**src/rss_pkg.sv**
```systemverilog
// ----------------------------------------------------------------------------
// ----------------------------------------------------------------------------
package rss_pkg;

  // --------------------------------------------------------------------------
  // clock and timing
  // --------------------------------------------------------------------------
  localparam int CLK_PERIOD_NS = 100;        // ref_clk period
  localparam int DETECT_TO_RUN_NS = 2000;    // detector recovery to run
  // roughly-stated delay, so round down, never below one cycle
  localparam int DETECT_TO_RUN_CYCLES =
    (DETECT_TO_RUN_NS / CLK_PERIOD_NS) < 1 ? 1 : (DETECT_TO_RUN_NS / CLK_PERIOD_NS);
  localparam int INIT_CYCLES = 8;            // cpu and register init phase
  localparam int SOFT_HOLD_CYCLES = 4;       // reset pulse for internal causes
  localparam int CNT_W = 16;                 // sequencer counter width

  // --------------------------------------------------------------------------
  // register map, byte addresses
  // --------------------------------------------------------------------------
  localparam int ADDR_W = 8;
  localparam logic [ADDR_W-1:0] CTRL_OFFSET = 8'h00;   // reset control
  localparam logic [ADDR_W-1:0] VDET_OFFSET = 8'h04;   // voltage detect control two
  localparam logic [ADDR_W-1:0] STAT_OFFSET = 8'h08;   // status, read only
  localparam logic [ADDR_W-1:0] KEEP_OFFSET = 8'h0c;   // retained scratch word

  // control register fields
  localparam int CTRL_SW_REQ_BIT = 0;        // software_reset_request
  localparam int CTRL_WDT_SEL_BIT = 1;       // watchdog_reset_select
  localparam int CTRL_OSC_EN_BIT = 2;        // osc_stop_detect_enable
  localparam int CTRL_OSC_ACT_BIT = 3;       // osc_stop_action_select
  localparam int VDET_EN_BIT = 0;            // reset_level_detect_enable
  // status fields
  localparam int STAT_CAUSE_LSB = 0;
  localparam int STAT_PHASE_LSB = 4;
  localparam int STAT_PIN_BIT = 8;

  // values after reset
  localparam logic CTRL_WDT_SEL_RESET = 1'b0;
  localparam logic CTRL_OSC_EN_RESET = 1'b0;
  localparam logic CTRL_OSC_ACT_RESET = 1'b0;
  localparam logic VDET_EN_RESET = 1'b0;
  localparam logic [31:0] KEEP_RESET = 32'h0000_0000;

  // axi responses
  localparam logic [1:0] RESP_OKAY = 2'h0;
  localparam logic [1:0] RESP_SLVERR = 2'h2;

  // --------------------------------------------------------------------------
  // types
  // --------------------------------------------------------------------------
  typedef enum logic [1:0] {
    RSS_RUN = 2'h0,
    RSS_HOLD = 2'h1,
    RSS_INIT = 2'h3,
    RSS_FETCH = 2'h2
  } rss_phase_t;

  typedef enum logic [2:0] {
    RSS_CAUSE_POWER = 3'h0,
    RSS_CAUSE_PIN = 3'h1,
    RSS_CAUSE_BROWNOUT = 3'h2,
    RSS_CAUSE_SOFT = 3'h3,
    RSS_CAUSE_WDT = 3'h4,
    RSS_CAUSE_OSC = 3'h5
  } rss_cause_t;

  typedef enum logic [2:0] {
    RSS_SEL_CTRL, RSS_SEL_VDET, RSS_SEL_STAT, RSS_SEL_KEEP, RSS_SEL_NONE
  } rss_sel_t;

  // master to slave
  typedef struct packed {
    logic awvalid;
    logic [ADDR_W-1:0] awaddr;
    logic wvalid;
    logic [31:0] wdata;
    logic [3:0] wstrb;
    logic bready;
    logic arvalid;
    logic [ADDR_W-1:0] araddr;
    logic rready;
  } rss_axi_in_t;

  // slave to master
  typedef struct packed {
    logic awready;
    logic wready;
    logic bvalid;
    logic [1:0] bresp;
    logic arready;
    logic rvalid;
    logic [31:0] rdata;
    logic [1:0] rresp;
  } rss_axi_out_t;

  // reset outputs to the rest of the device
  typedef struct packed {
    logic pins_reset;        // pins in reset state
    logic cpu_reset;         // cpu held
    logic sfr_full_reset;    // all registers to reset values
    logic sfr_part_reset;    // registers except retained ones
    logic osc_restart;       // on-chip oscillator reinitialised
    logic clk_sel_onchip;    // cpu clock forced to on-chip oscillator
    logic fetch_vector;      // one-cycle pulse: fetch reset vector
  } rss_rst_out_t;

  // two-stage synchroniser state
  typedef struct packed {
    logic meta;
    logic out;
  } rss_sync_t;

endpackage

// ----------------------------------------------------------------------------
// reset synchroniser: asserts at once, releases after two edges
// ----------------------------------------------------------------------------
module rss_reset_sync
  import rss_pkg::*;
(
  input wire logic clk,
  input wire logic arst_n,
  output logic sync_n
);

  rss_sync_t q;       // registered state
  rss_sync_t next_q;  // next state

  // first stage feeds only the second stage
  always_comb begin
    next_q.meta = 1'b1;
    next_q.out = q.meta;
  end

  // constant on async assertion only
  always_ff @(posedge clk or negedge arst_n) begin
    if (!arst_n) begin
      q <= '0;
    end else begin
      q <= next_q;
    end
  end

  assign sync_n = q.out;

endmodule

```
**src/rss_reset_source_sequencer.sv**
```systemverilog
// ----------------------------------------------------------------------------
// reset source sequencer top
// ----------------------------------------------------------------------------
module rss_reset_source_sequencer
  import rss_pkg::*;
#(
  parameter int DETECT_CYCLES = DETECT_TO_RUN_CYCLES
)(
  input wire logic ref_clk,
  input wire logic resetn,
  input wire logic reset_pin_n,
  input wire logic supply_below_threshold,
  input wire logic stop_mode,
  input wire logic wdt_underflow,
  input wire logic osc_stop_detected,
  input wire rss_axi_in_t axi_in,
  output rss_axi_out_t axi_out,
  output rss_rst_out_t rst_out
);

  // --------------------------------------------------------------------------
  // constants at counter width
  // --------------------------------------------------------------------------
  localparam logic [CNT_W-1:0] DETECT_LAST = CNT_W'(DETECT_CYCLES - 1);
  localparam logic [CNT_W-1:0] INIT_LAST = CNT_W'(INIT_CYCLES - 1);
  localparam logic [CNT_W-1:0] SOFT_LAST = CNT_W'(SOFT_HOLD_CYCLES - 1);

  // --------------------------------------------------------------------------
  // module state, one packed struct
  // --------------------------------------------------------------------------
  typedef struct packed {
    rss_phase_t phase;          // sequencer phase
    rss_cause_t cause;          // cause being served
    rss_cause_t last_cause;     // cause of most recent reset
    logic [CNT_W-1:0] cnt;      // phase counter
    logic wdt_sel;              // watchdog_reset_select
    logic osc_en;               // osc_stop_detect_enable
    logic osc_act;              // osc_stop_action_select
    logic vdet_en;              // reset_level_detect_enable
    logic [31:0] keep;          // retained word
    logic aw_got;               // write address held
    logic [ADDR_W-1:0] awaddr;
    logic w_got;                // write data held
    logic [31:0] wdata;
    logic [3:0] wstrb;
    rss_axi_out_t axo;          // bus outputs
    rss_rst_out_t ro;           // reset outputs
  } rss_top_t;

  rss_top_t q;       // registered state
  rss_top_t next_q;  // next state
  logic rst_n;       // synchronised block reset
  logic pin_n;       // synchronised reset pin

  // --------------------------------------------------------------------------
  // address decode, shared by read and write paths
  // --------------------------------------------------------------------------
  function automatic rss_sel_t rss_decode(input logic [ADDR_W-1:0] addr);
    unique case (addr)
      CTRL_OFFSET: rss_decode = RSS_SEL_CTRL;
      VDET_OFFSET: rss_decode = RSS_SEL_VDET;
      STAT_OFFSET: rss_decode = RSS_SEL_STAT;
      KEEP_OFFSET: rss_decode = RSS_SEL_KEEP;
      default: rss_decode = RSS_SEL_NONE;
    endcase
  endfunction

  // --------------------------------------------------------------------------
  // synchronisers
  // --------------------------------------------------------------------------
  // block reset released through two flops
  rss_reset_sync u_rst_sync (
    .clk(ref_clk),
    .arst_n(resetn),
    .sync_n(rst_n)
  );

  // pin low drops the copy at once, release waits two edges
  rss_reset_sync u_pin_sync (
    .clk(ref_clk),
    .arst_n(reset_pin_n & resetn),
    .sync_n(pin_n)
  );

  // --------------------------------------------------------------------------
  // next-state logic
  // --------------------------------------------------------------------------
  always_comb begin
    logic sw_hit;          // software reset requested this cycle
    logic brown;           // brown-out reset condition
    logic wdt_hit;         // watchdog reset condition
    logic osc_hit;         // oscillator-stop reset condition
    logic soft_any;        // any internal cause
    logic hard_entry;      // entering reset for pin or brown-out
    logic soft_entry;      // entering reset for an internal cause
    rss_cause_t new_cause; // cause picked this cycle
    rss_sel_t wsel;        // write target
    rss_sel_t rsel;        // read target
    sw_hit = 1'b0;
    brown = 1'b0;
    wdt_hit = 1'b0;
    osc_hit = 1'b0;
    soft_any = 1'b0;
    hard_entry = 1'b0;
    soft_entry = 1'b0;
    new_cause = RSS_CAUSE_PIN;
    wsel = rss_decode(q.awaddr);
    rsel = rss_decode(axi_in.araddr);
    next_q = q;
    next_q.ro.fetch_vector = 1'b0;

    // ---------------- write channel ----------------
    // address and data are taken in either order
    if (axi_in.awvalid && q.axo.awready) begin
      next_q.aw_got = 1'b1;
      next_q.awaddr = axi_in.awaddr;
    end
    if (axi_in.wvalid && q.axo.wready) begin
      next_q.w_got = 1'b1;
      next_q.wdata = axi_in.wdata;
      next_q.wstrb = axi_in.wstrb;
    end
    // retire a response
    if (q.axo.bvalid && axi_in.bready) begin
      next_q.axo.bvalid = 1'b0;
    end
    // both halves held and no response pending: perform the write
    if (q.aw_got && q.w_got && !q.axo.bvalid) begin
      next_q.aw_got = 1'b0;
      next_q.w_got = 1'b0;
      next_q.axo.bvalid = 1'b1;
      next_q.axo.bresp = RESP_OKAY;
      unique case (wsel)
        RSS_SEL_CTRL: begin
          if (q.wstrb[0]) begin
            // request bit self-clears; a written one fires a reset
            sw_hit = q.wdata[CTRL_SW_REQ_BIT];
            next_q.wdt_sel = q.wdata[CTRL_WDT_SEL_BIT];
            next_q.osc_en = q.wdata[CTRL_OSC_EN_BIT];
            next_q.osc_act = q.wdata[CTRL_OSC_ACT_BIT];
          end
        end
        RSS_SEL_VDET: begin
          if (q.wstrb[0]) begin
            next_q.vdet_en = q.wdata[VDET_EN_BIT];
          end
        end
        RSS_SEL_KEEP: begin
          // byte lanes honoured
          for (int i = 0; i < 4; i++) begin
            if (q.wstrb[i]) begin
              next_q.keep[i*8 +: 8] = q.wdata[i*8 +: 8];
            end
          end
        end
        RSS_SEL_STAT: begin
          // read-only, write ignored
        end
        default: begin
          next_q.axo.bresp = RESP_SLVERR;
        end
      endcase
    end

    // ---------------- read channel ----------------
    if (q.axo.rvalid && axi_in.rready) begin
      next_q.axo.rvalid = 1'b0;
    end
    if (axi_in.arvalid && q.axo.arready) begin
      next_q.axo.rvalid = 1'b1;
      next_q.axo.rresp = RESP_OKAY;
      next_q.axo.rdata = '0;
      unique case (rsel)
        RSS_SEL_CTRL: begin
          next_q.axo.rdata[CTRL_WDT_SEL_BIT] = q.wdt_sel;
          next_q.axo.rdata[CTRL_OSC_EN_BIT] = q.osc_en;
          next_q.axo.rdata[CTRL_OSC_ACT_BIT] = q.osc_act;
        end
        RSS_SEL_VDET: begin
          next_q.axo.rdata[VDET_EN_BIT] = q.vdet_en;
        end
        RSS_SEL_STAT: begin
          next_q.axo.rdata[STAT_CAUSE_LSB +: 3] = q.last_cause;
          next_q.axo.rdata[STAT_PHASE_LSB +: 2] = q.phase;
          next_q.axo.rdata[STAT_PIN_BIT] = pin_n;
        end
        RSS_SEL_KEEP: begin
          next_q.axo.rdata = q.keep;
        end
        default: begin
          next_q.axo.rresp = RESP_SLVERR;
        end
      endcase
    end

    // ---------------- reset causes ----------------
    // brown-out only when enabled and not in stop mode
    brown = supply_below_threshold && q.vdet_en && !stop_mode;
    // watchdog underflow only when selected
    wdt_hit = wdt_underflow && q.wdt_sel;
    // oscillator stop only when enabled with reset action
    osc_hit = osc_stop_detected && q.osc_en && !q.osc_act;
    soft_any = sw_hit || wdt_hit || osc_hit;
    // fixed priority: pin, brown-out, watchdog, oscillator, software
    if (!pin_n) begin
      new_cause = RSS_CAUSE_PIN;
    end else if (brown) begin
      new_cause = RSS_CAUSE_BROWNOUT;
    end else if (wdt_hit) begin
      new_cause = RSS_CAUSE_WDT;
    end else if (osc_hit) begin
      new_cause = RSS_CAUSE_OSC;
    end else begin
      new_cause = RSS_CAUSE_SOFT;
    end

    // ---------------- sequencer ----------------
    unique case (q.phase)
      RSS_RUN: begin
        if (!pin_n || brown) begin
          hard_entry = 1'b1;
        end else if (soft_any) begin
          soft_entry = 1'b1;
        end
      end
      RSS_HOLD: begin
        if (!pin_n && q.cause != RSS_CAUSE_PIN) begin
          hard_entry = 1'b1;
        end else begin
          next_q.cnt = q.cnt + CNT_W'(1);
          unique case (q.cause)
            // release waits for the synchronised pin to go high
            RSS_CAUSE_PIN: begin
              if (pin_n) begin
                next_q.phase = RSS_INIT;
                next_q.cnt = '0;
              end
            end
            // hold until supply is back at the threshold
            RSS_CAUSE_BROWNOUT: begin
              if (!supply_below_threshold) begin
                next_q.phase = RSS_INIT;
                next_q.cnt = '0;
              end
            end
            default: begin
              if (q.cnt == SOFT_LAST) begin
                next_q.phase = RSS_INIT;
                next_q.cnt = '0;
              end
            end
          endcase
        end
      end
      RSS_INIT: begin
        if (!pin_n || (q.cause == RSS_CAUSE_BROWNOUT && supply_below_threshold)) begin
          hard_entry = 1'b1;
          // a renewed dip keeps the brown-out cause, the enable being cleared by now
          new_cause = pin_n ? RSS_CAUSE_BROWNOUT : RSS_CAUSE_PIN;
        end else begin
          next_q.cnt = q.cnt + CNT_W'(1);
          // brown-out recovery takes the detect-to-run delay
          if (q.cnt == ((q.cause == RSS_CAUSE_BROWNOUT) ? DETECT_LAST : INIT_LAST)) begin
            next_q.phase = RSS_FETCH;
            next_q.cnt = '0;
          end
        end
      end
      RSS_FETCH: begin
        // one cycle to fetch the vector, then run
        next_q.phase = RSS_RUN;
        if (!pin_n) begin
          hard_entry = 1'b1;
        end
      end
      default: begin
        hard_entry = 1'b1;
      end
    endcase

    // ---------------- entering reset ----------------
    if (hard_entry || soft_entry) begin
      next_q.phase = RSS_HOLD;
      next_q.cnt = '0;
      next_q.cause = new_cause;
      next_q.last_cause = new_cause;
      // control bits return to reset values on every cause
      next_q.wdt_sel = CTRL_WDT_SEL_RESET;
      next_q.osc_en = CTRL_OSC_EN_RESET;
      next_q.osc_act = CTRL_OSC_ACT_RESET;
    end
    if (hard_entry) begin
      // only pin and brown-out clear the retained set
      next_q.vdet_en = VDET_EN_RESET;
      next_q.keep = KEEP_RESET;
    end

    // ---------------- bus handshake readiness ----------------
    next_q.axo.awready = !next_q.aw_got && !next_q.axo.bvalid;
    next_q.axo.wready = !next_q.w_got && !next_q.axo.bvalid;
    next_q.axo.arready = !next_q.axo.rvalid;

    // ---------------- reset outputs, from the next phase ----------------
    // pins stay in reset state until the vector fetch
    next_q.ro.pins_reset = next_q.phase != RSS_RUN && next_q.phase != RSS_FETCH;
    // cpu held through hold and init
    next_q.ro.cpu_reset = next_q.phase == RSS_HOLD || next_q.phase == RSS_INIT;
    // hard causes initialise everything; others spare retained registers
    next_q.ro.sfr_full_reset = next_q.ro.cpu_reset &&
      (next_q.cause == RSS_CAUSE_PIN || next_q.cause == RSS_CAUSE_BROWNOUT);
    next_q.ro.sfr_part_reset = next_q.ro.cpu_reset && !next_q.ro.sfr_full_reset;
    // oscillator restarted while pin or brown-out reset is held
    next_q.ro.osc_restart = next_q.phase == RSS_HOLD && next_q.ro.sfr_full_reset;
    // every cause leaves the on-chip oscillator as cpu clock
    next_q.ro.clk_sel_onchip = next_q.ro.cpu_reset || next_q.phase == RSS_FETCH;
    next_q.ro.fetch_vector = next_q.phase == RSS_FETCH && q.phase != RSS_FETCH;
    // no ram clear exists here: ram is outside every reset
  end

  // --------------------------------------------------------------------------
  // state register
  // --------------------------------------------------------------------------
  // power-up state is a held reset, so outputs start asserted
  always_ff @(posedge ref_clk or negedge rst_n) begin
    if (!rst_n) begin
      q <= '0;
      q.phase <= RSS_HOLD;
      q.cause <= RSS_CAUSE_PIN;
      q.last_cause <= RSS_CAUSE_POWER;
      q.wdt_sel <= CTRL_WDT_SEL_RESET;
      q.osc_en <= CTRL_OSC_EN_RESET;
      q.osc_act <= CTRL_OSC_ACT_RESET;
      q.vdet_en <= VDET_EN_RESET;
      q.keep <= KEEP_RESET;
      q.ro.pins_reset <= 1'b1;
      q.ro.cpu_reset <= 1'b1;
      q.ro.sfr_full_reset <= 1'b1;
      q.ro.osc_restart <= 1'b1;
      q.ro.clk_sel_onchip <= 1'b1;
    end else begin
      q <= next_q;
    end
  end

  // --------------------------------------------------------------------------
  // outputs straight from the state register
  // --------------------------------------------------------------------------
  assign axi_out = q.axo;
  assign rst_out = q.ro;

endmodule

```
**config.mk**
```make
export PLATFORM = sky130hd
export DESIGN_NAME = rss_reset_source_sequencer
export DESIGN_NICKNAME = d
export VERILOG_FILES = /design/src/rss_pkg.sv /design/src/rss_reset_source_sequencer.sv
export SDC_FILE = /design/constraint.sdc
export NUM_CORES = 1
export LEC_CHECK = 0
export BUFFER_PORTS_ARGS = -buffer_cell sky130_fd_sc_hd__buf_4
export CAP_MARGIN = 20
export CORE_MARGIN = 3
export CORE_UTILIZATION = 45
export CTS_CLUSTER_DIAMETER = 120
export DETAILED_ROUTE_END_ITERATION = 16
export PLACE_DENSITY_LB_ADDON = 0.2
export SYNTH_ARGS = -nofsm -noshare
export SYNTH_HDL_FRONTEND = slang
export SYNTH_SLANG_ARGS = --single-unit
```
**constraint.sdc**
```tcl
create_clock -name ref_clk -period 5.2 [get_ports ref_clk]
set_clock_uncertainty 0.2 [all_clocks]
set_input_delay 1.56 -clock ref_clk [delete_from_list [all_inputs] [get_ports ref_clk]]
set_output_delay 1.56 -clock ref_clk [all_outputs]
set_load 0.005 [all_outputs]
```
==> impl_results.md, run 1 <==
* Setup ws final at 1770 ps
* Synth cell count leaders: dfrtp_1, nand2_1, buf_4
* H-Tree Depth at 4
* R2r startpoint: q[150]
* Worst EP required at 5360 ps
* Worst-path fanout max at 38
* Largest family of logic cells by synthesized area: simple AND/OR/NAND/NOR gates
* Detailed Routing Iterations Pass 1 at 4
* I/O Buffers at 109
* Post-synthesis simple-gate area fraction at 14.5%
* Post-Place Setup Slack at 1340 ps
* Ys async rst share at 100%
* Post-synthesis adder-cell area fraction at 0.183%
* Yosys top cell area share at 54.5%
* GRT overflow at 0
* Vias per cell at 5.44
* Top-count cell post-synth: dfrtp_1
* Slew margin rel. at 39.1%
* Post-synthesis sequential area ratio at 56.5%
* Minimum clock period after layout at 3430 ps
* HP Class: flip-flop to flip-flop
* Max-cap viol count at 0
* Post-synthesis sequential element count at 154
* CTS Sinks at 154
* P&R area growth vs syn at 17.7%
* Post-DRT Antenna Nets at 0
* Finished Cell Area at 8050 µm²
* Setup TNS at 0 ps
* R2r endpoint: q[147]
* Hold Crit Start: u_pin_sync.next_q[0]
* Final WL at 14400 µm
* Synth warnings at 0
* Hold Slack at 148 ps
* Initial DRC count at 330
* Post-detail-place hpwl at 10100 µm
* Antenna diodes at 0
* Hold path depth at 0
* DR DRC count at 0
* GRT Util Overall at 18.1%
* Hold EP: u_pin_sync.sync_n
* Crit share post-route at 66.0%
* DR WL/cell at 16.6 µm
* Pwr dens at 428 nW/µm²
* Mean Syn Cell Area at 11.1 µm²
* DIE WIDTH at 129 µm
* Post-synth EDFFs at 0
* Final #Nets at 740
* Clk pin slew, worst setup/hold paths at 60 ps
* Hold-fix buffers, CTS at 0
* Critical Path AT at 3590 ps
* Post-Synthesis Cells at 614
* DIE HEIGHT at 129 µm
* Inst Count DP at 839
* Register-to-register setup slack at 2450 ps
* R2R depth at 7
* Row count at 44
* Post-Place Cell Area at 7470 µm²
* Xor-xnor portion of the synthesized cell area at 0.256%
* I/O pins at 112
* Vias post-DR at 4735
* Resize count post-CTS at 0
* Run status: complete, no violations
* RSZ-0062 raised after global routing: false
* Initial core utilization at 46.5%
* CTS buffer count at 17
* Slew @ Worst Pin at 910 ps
* Worst Setup End Kind: flip-flop
* Setup violations, final at 0
* Vias in the first global route at 4765
* Core area at 14700 µm²
* Netlist cell types at 57
* Critical path class: input pin to flip-flop
* Top cells by area, synth: dfrtp_1, mux2_2, buf_4
* Clock buffer depth at 2
* P_leak at 3.68 nW
* Initial antenna violation count at 0
* CTS root buf: clkbuf_16
* Non-filler cells, final at 870
* Clock latency at the later pin of the worst-skew pair at 420 ps
* Crit start category: input pin
* Global-route wire length before repair at 23700 µm
* Die ar. at 16700 µm²
* Share of layout cells above drive strength 1 at 30.9%
* Largest net degree at the start of global routing at 86
* CTS tree: yes
* Achievable frequency at 0.291 GHz
* Synth Flop Type: dfrtp_1
* Most area-hungry cell type in the Yosys netlist: dfrtp_1
* GPL Wtd Cong at 0.886
* Post-synthesis mux area share at 8.86%
* Synth Area in Compound Gates at 11.9%
* Netlist area before placement at 6840 µm²
* Setup bufs post-CTS at 0
* Peak supply drop at 0.330 mV
* Slew Limit Fails at 0
* Count of final hold-check violations at 0
==> area by class of cell <==
type	count	area [µm²]
clock buffers	20	457
clock inverters	10	96.3
fillers	1296	6650
inverters	11	41.3
multi-input cells	375	2460
flip-flops and latches	154	3860
well taps	184	230
repair buffers	116	903
==> how the worst max path moves through the flow <==
stage / startpoint / endpoint / cells after the start
3_3_place_gp: supply_below_threshold / q[150] / 8
6_report: supply_below_threshold / q[147] / 8
2_1_floorplan: u_rst_sync.sync_n / axi_out[10] / 0
4_1_cts: supply_below_threshold / q[150] / 8
5_1_grt: supply_below_threshold / q[147] / 8
3_5_place_dp: supply_below_threshold / q[150] / 8
==> worst max-delay path: stages <==
cell	delay, ps
buf_4	80
or4bb_1	470
o2bb2ai_1	180
a211o_1	210
buf_4	400
nor2_1	200
a211oi_1	360
a21o_1	120
==> power breakdown <==
part / switching [W] / leakage [nW] / internal (W)
sequential: 0.000194 / 1.99 / 0.00144
clock: 0.000475 / 0.260 / 0.000679
combinational: 0.000315 / 1.43 / 0.000339
total: 0.000985 / 3.68 / 0.00246
==> cell families (layout without fill, tap and decap cells) <==
| group | Yosys count | count (layout) |
|---|---|---|
| and+or+nand+nor | 197 | 197 |
| DFF | 154 | 154 |
| AOI/OAI and AO/OA | 116 | 116 |
| buffers and inverters | 87 | 157 |
| muxes | 55 | 55 |
| other | 2 | 4 |
| xor gates and xnor gates | 2 | 2 |
| adders and majority gates | 1 | 1 |
==> metal layers <==
| layer | track usage, % | share of wire, % | up-vias |
|---|---|---|---|
| met5 | 0 | 0 | - |
| met4 | 7.66 | 2.5 | 0 |
| met3 | 5.19 | 6.8 | 28 |
| met2 | 27.7 | 46 | 152 |
| met1 | 24.1 | 45 | 2313 |
| li1 | - | - | 2242 |
==> registers in the layout (all words and copies together), names as in the netlist <==
signal / count
u_rst_sync.next_q: 1
u_pin_sync.sync_n: 1
axi_out: 39
u_rst_sync.sync_n: 1
u_pin_sync.next_q: 1
rst_out: 6
q: 105
==> cell usage in the layout, fill, tap and decap left out, types with 4 or more instances in the layout <==
master / n
dfrtp_1: 148
buf_4: 114
nand2_1: 73
nand3_1: 44
mux2_2: 44
a21oi_1: 41
a22o_1: 27
nor2_1: 21
clkbuf_16: 17
o21ai_0: 16
inv_1: 11
mux2i_1: 11
and2_1: 6
nand2b_1: 6
nand4_1: 6
a31oi_1: 5
dfstp_2: 5
or2_2: 4
nor3_1: 4
nor3b_1: 4
nor4_1: 4
a21o_1: 4
and3_1: 4
o311ai_2: 4
o22ai_1: 4
conb_1: 4
clkinvlp_4: 4
==> stage by stage <==
stage | total power [W] | utilization [%]
6_report | 0.00344 | 54.7
3_5_place_dp | 0.00231 | 50.8
3_3_place_gp | 0.00228 | 50.8
2_1_floorplan | 0.00213 | -
5_1_grt | 0.00363 | 54.7
4_1_cts | 0.00347 | 54.6
Note: power is estimated with default switching activity, not from simulation.
==> run 2, diff against run 1 <==
==> constraint.sdc (replaced) <==
create_clock -name ref_clk -period 2.9 [get_ports ref_clk]
set_clock_uncertainty 0.2 [all_clocks]
set_input_delay 0.87 -clock ref_clk [delete_from_list [all_inputs] [get_ports ref_clk]]
set_output_delay 0.87 -clock ref_clk [all_outputs]
set_load 0.005 [all_outputs]
==> run 2 against run 1 <==
  * Die area stayed put
  * Setup slack worse by 1400 ps
  * Routed wire length is 0.33% higher
  * Clock power is 90% higher
  * Sequential share of layout area is 0.72 points lower
  * Final cell count is 1.4% higher
  * Critical path depth stayed put
  * Clock-buffer cell count is 3 higher
  * Global-route usage is 0.11 points lower
==> impl_results.md, run 2 (same netlist as run 1, synthesis figures left out) <==
* Run status: complete, no violations
* Worst EP required at 3000 ps
* GRT overflow at 0
* Critical Path AT at 2640 ps
* I/O pins at 112
* Achievable frequency at 0.393 GHz
* Top reg by flops: q
* Vias per cell at 5.34
* H-Tree Depth at 4
* Setup bufs post-CTS at 0
* Max FFs per register at 105
* Critical path class: flip-flop to flip-flop
* Clk pin slew, worst setup/hold paths at 60 ps
* Crit share post-route at 87.7%
* Slew Limit Fails at 0
* Largest net degree at the start of global routing at 57
* Worst-path fanout max at 16
* Vias post-DR at 4710
* Initial DRC count at 273
* Max-cap viol count at 0
* Filler cell count at 1263
* Final WL at 14500 µm
* GPL Wtd Cong at 0.869
* Post-DRT Antenna Nets at 0
* Pwr dens at 775 nW/µm²
* DIE HEIGHT at 129 µm
* CTS buffer count at 17
* Peak supply drop at 0.444 mV
* Initial core utilization at 46.5%
* Clock buffer depth at 2
* Non-filler cells, final at 882
* DR DRC count at 0
* Worst Setup End Kind: flip-flop
* GRT Util Overall at 18.0%
* Final #Nets at 750
* Resize count post-CTS at 0
* Count of final hold-check violations at 0
* CTS root buf: clkbuf_16
* Commonest non-fill, non-tap cell in the layout: dfrtp_1
* Post-detail-place hpwl at 10200 µm
* Inst Count DP at 849
* DR WL/cell at 16.4 µm
* HP Class: flip-flop to flip-flop
* Vias in the first global route at 4751
* Detailed Routing Iterations Pass 1 at 5
* Setup TNS at 0 ps
* Slew @ Worst Pin at 773 ps
* Die ar. at 16700 µm²
* Core area at 14700 µm²
* Commonest non-fill, non-tap cells in the layout: dfrtp_1, buf_4, nand2_1
* I/O Buffers at 109
* RSZ-0062 raised after global routing: false
* P&R area growth vs syn at 19.5%
* DIE WIDTH at 129 µm
* Hold Slack at 158 ps
* Minimum clock period after layout at 2540 ps
* CTS tree: yes
* Area occupied by registers at 3860 µm²
* Share of layout cells above drive strength 1 at 31.4%
* CTS Sinks at 154
* Setup violations, final at 0
* Row count at 44
* Global-route wire length before repair at 23500 µm
* Multi-input combinational cell area at 2460 µm²
* Antenna diodes at 0
* Slew margin rel. at 48.5%
* Crit start category: flip-flop
* P_leak at 3.76 nW
* Clock latency at the later pin of the worst-skew pair at 420 ps
* Initial antenna violation count at 0
[run 2: cell count changes in the layout (fill, tap and decap cells not counted), moves of 2 or more]
cell        previous run  this run
buf_12                 1         4
buf_4                114       121
bufinv_16              1         3
clkbuf_1               1         5
clkinv_2               2         5
clkinv_4               2         0
clkinvlp_4             4         1
[run 2: timing repair]
item                                    CTS  global route
hold buffers                              0             1
hold endpoints to repair                  0             1
endpoints found under the setup margin    0             0
[run 2: worst paths after layout]
path / startpoint / slack (ps) / to / cells after the start
max: q[130] / 360 / q[137] / 8
min: u_pin_sync.next_q[0] / 160 / u_pin_sync.sync_n / 0
min in group asynchronous: reset_pin_n / 180 / u_pin_sync.next_q[0] / 2
max reg2reg: q[130] / 360 / q[137] / 8
min reg2reg: u_pin_sync.next_q[0] / 160 / u_pin_sync.sync_n / 0
max in group asynchronous: u_rst_sync.sync_n / 1530 / q[51] / 1
[run 2: per-layer routing]
layer	GRT usage (%)	part of all wire (%)	vias to the layer above
met5	0	0	-
met4	6.24	1.4	0
met3	6.22	6.1	15
met2	28.7	47	128
met1	22.9	45	2301
li1	-	-	2266
[run 2: report_power, final]
part	leakage, nW	switching [W]	total [W]	internal, W
Combinational	1.48	0.000571	0.00120	0.000633
Clock	0.285	0.000824	0.00219	0.00137
Sequential	1.99	0.000357	0.00294	0.00258
Total	3.76	0.00175	0.00634	0.00458
[run 2: final cells by class]
| cell class | count | area share (%) |
|---|---|---|
| flip-flops and latches | 154 | 47.3 |
| multi-input cells | 375 | 30.1 |
| repair buffers | 126 | 12.2 |
| clock buffers | 23 | 5.60 |
| well taps | 184 | 2.82 |
| clock inverters | 9 | 1.50 |
| inverters | 11 | 0.505 |
[run 2: stage by stage]
stage          power [W]  util, %  worst slack [ps]  area (µm²)
2_1_floorplan    0.00381        -               143        6850
6_report         0.00634     55.6               358        8170
4_1_cts          0.00639     55.5               344        8160
3_5_place_dp     0.00418     51.6              50.6        7580
5_1_grt          0.00666     55.6               188        8170
3_3_place_gp     0.00413     51.6               138        7580
[run 2: critical path, stage by stage, from the launching register on]
cell and delay (ps):
dfrtp_1 380, ha_1 230, nor4b_1 380, and2_1 210, nor4bb_1 440, nor4_4 90
buf_4 210, a22oi_1 170, o31ai_1 100
==> run 3, diff against run 2 <==
--- a/config.mk
+++ b/config.mk
@@ -9,7 +9,9 @@
 export CAP_MARGIN = 20
 export CORE_MARGIN = 3
 export CORE_UTILIZATION = 45
+export CTS_BUF_LIST = sky130_fd_sc_hd__clkbuf_4
 export CTS_CLUSTER_DIAMETER = 120
+export CTS_CLUSTER_SIZE = 16
 export DETAILED_ROUTE_END_ITERATION = 16
 export PLACE_DENSITY_LB_ADDON = 0.2
 export SYNTH_ARGS = -nofsm -noshare
==> run 3 against run 2 <==
  * Highest routed layer unchanged
  * First-iteration DRC count increased by 30%
  * Total power fell by 14%
  * Global-route usage fell by 0.27 points
  * Maximum frequency down 0.12%
  * Largest cell class unchanged
  * Setup slack lost 2.9 ps
==> impl_results.md, run 3 (same netlist as run 1, synthesis figures left out) <==
* Sw Pwr at 0.00163 W
* CP Depth at 8
* Top reg by flops: q
* Setup TNS at 0 ps
* GRT overflow at 0
* Post-DRT Antenna Nets at 0
* Vias in the first global route at 4642
* Largest net degree at the start of global routing at 57
* Critical Path AT at 2770 ps
* Worst Setup End Kind: flip-flop
* I/O pins at 112
* GRT Util Overall at 17.7%
* Crit share post-route at 87.8%
* Critical path class: flip-flop to flip-flop
* Commonest non-fill, non-tap cells in the layout: dfrtp_1, buf_4, nand2_1
* P_leak at 3.65 nW
* CP cell instances: ha_1, nor4b_1, and2_1, nor4bb_1, nor4_4, buf_4, a22oi_1, o31ai_1
* CTS Sinks at 154
* R2r endpoint: q[137]
* WP buf/inv at 1
* CTS tree: yes
* R2R depth at 8
* Row count at 44
* Detailed Routing Iterations Pass 1 at 5
* DIE WIDTH at 129 µm
* Non-filler cells, final at 884
* Register-to-register setup slack at 350 ps
* RSZ-0062 raised after global routing: false
* Max-cap viol count at 0
* Initial antenna violation count at 1
* Net Sw Frac at 29.8%
* Worst-path fanout max at 16
* Slew margin rel. at 49.5%
* Clk pin slew, worst setup/hold paths at 130 ps
* Global-route wire length before repair at 23200 µm
* DR WL/cell at 16.1 µm
* Core area at 14700 µm²
* Initial core utilization at 46.5%
* Sequential share of power at 53.5%
* Commonest non-fill, non-tap cell in the layout: dfrtp_1
* Vias per cell at 5.32
* Achievable frequency at 0.393 GHz
* Comb power frac at 22.0%
* R2r startpoint: q[130]
* P&R area growth vs syn at 15.4%
* Hold EP: u_pin_sync.sync_n
* HP Class: flip-flop to flip-flop
* Share of layout cells above drive strength 1 at 31.9%
* CP peak stage delay at 440 ps
* Hold Crit Start: u_pin_sync.next_q[0]
* Slew Limit Fails at 0
* Minimum clock period after layout at 2550 ps
* Peak supply drop at 0.419 mV
* Final WL at 14200 µm
* GPL Wtd Cong at 0.869
* Vias post-DR at 4703
* DIE HEIGHT at 129 µm
* Worst EP required at 3130 ps
* Final #Nets at 751
* Critical path's slowest cell: nor4bb_1
* Slew @ Worst Pin at 757 ps
* Initial DRC count at 354
* CTS root buf: clkbuf_4
* Crit path max-delay family: simple AND/OR/NAND/NOR gates
* Int Power at 0.00384 W
* Clock buffer depth at 2
* Setup ws final at 355 ps
* H-Tree Depth at 4
* Post-Place Setup Slack at 50.6 ps
* Setup bufs post-CTS at 0
* CTS buffer count at 17
* Count of final hold-check violations at 0
* Die ar. at 16700 µm²
* Run status: complete, no violations
* Inst Count DP at 849
* DR DRC count at 0
* Clock power frac at 24.6%
* Post-detail-place hpwl at 10200 µm
* Setup violations, final at 0
* Crit start category: flip-flop
* Max FFs per register at 105
* I/O Buffers at 109
* Clock latency at the later pin of the worst-skew pair at 540 ps
* Pwr dens at 694 nW/µm²
* Hold path depth at 0
-- run 3: changes by cell type in the layout (fill, tap and decap cells not counted) --
cell / change
clkbuf_8: -1
dlygate4sd3_1: +1
clkbuf_4: +22
diode_2: +1
clkinv_1: +1
clkbuf_1: -5
clkbuf_16: -17
-- run 3: how the worst max path moves through the flow --
stage / from / to / slack, ps
after floorplan: axi_in[8] / axi_out[14] / 140
after global placement: supply_below_threshold / q[142] / 140
after detailed placement: stop_mode / q[142] / 50
after CTS: q[130] / q[137] / 330
after global routing: q[130] / q[137] / 170
final: q[130] / q[137] / 350
-- run 3: metrics by stage --
stage	area (µm²)	util [%]	power (W)	hold WS, ps
after floorplan	6850	-	0.00381	131
after CTS	7890	53.7	0.00553	174
after global routing	7890	53.7	0.00582	179
after global placement	7580	51.6	0.00413	139
after detailed placement	7580	51.6	0.00418	145
final	7890	53.7	0.00548	169
-- run 3: layout make-up --
| class | instances | area, µm² |
|---|---|---|
| fillers | 1299 | 6810 |
| flip-flops and latches | 154 | 3860 |
| multi-input cells | 375 | 2460 |
| repair buffers | 127 | 1010 |
| well taps | 184 | 230 |
| clock buffers | 22 | 165 |
| clock inverters | 10 | 126 |
| inverters | 11 | 41.3 |
| diodes | 1 | 2.50 |
-- run 3: power by group through the flow --
stage               clock network [W]  logic (W)  registers, W
finish                        0.00135    0.00120       0.00293
CTS                           0.00138    0.00123       0.00292
global placement                    0    0.00118       0.00295
global route                  0.00149    0.00133       0.00299
detailed placement                  0    0.00122       0.00296
floorplan                           0    0.00100       0.00281
-- run 3: repair_timing --
item                      in CTS  in global routing
hold buffers                   2                  0
gates resized for setup        0                  0
hold endpoints to repair       4                  0
-- run 3: per-layer routing --
layer / up-vias / GRT usage [%] / wire (µm)
met2: 128 / 27.8 / 6550
met4: 0 / 5.93 / 233
met5: - / 0 / 0
met1: 2295 / 23.2 / 6550
met3: 13 / 5.77 / 891
li1: 2267 / - / -
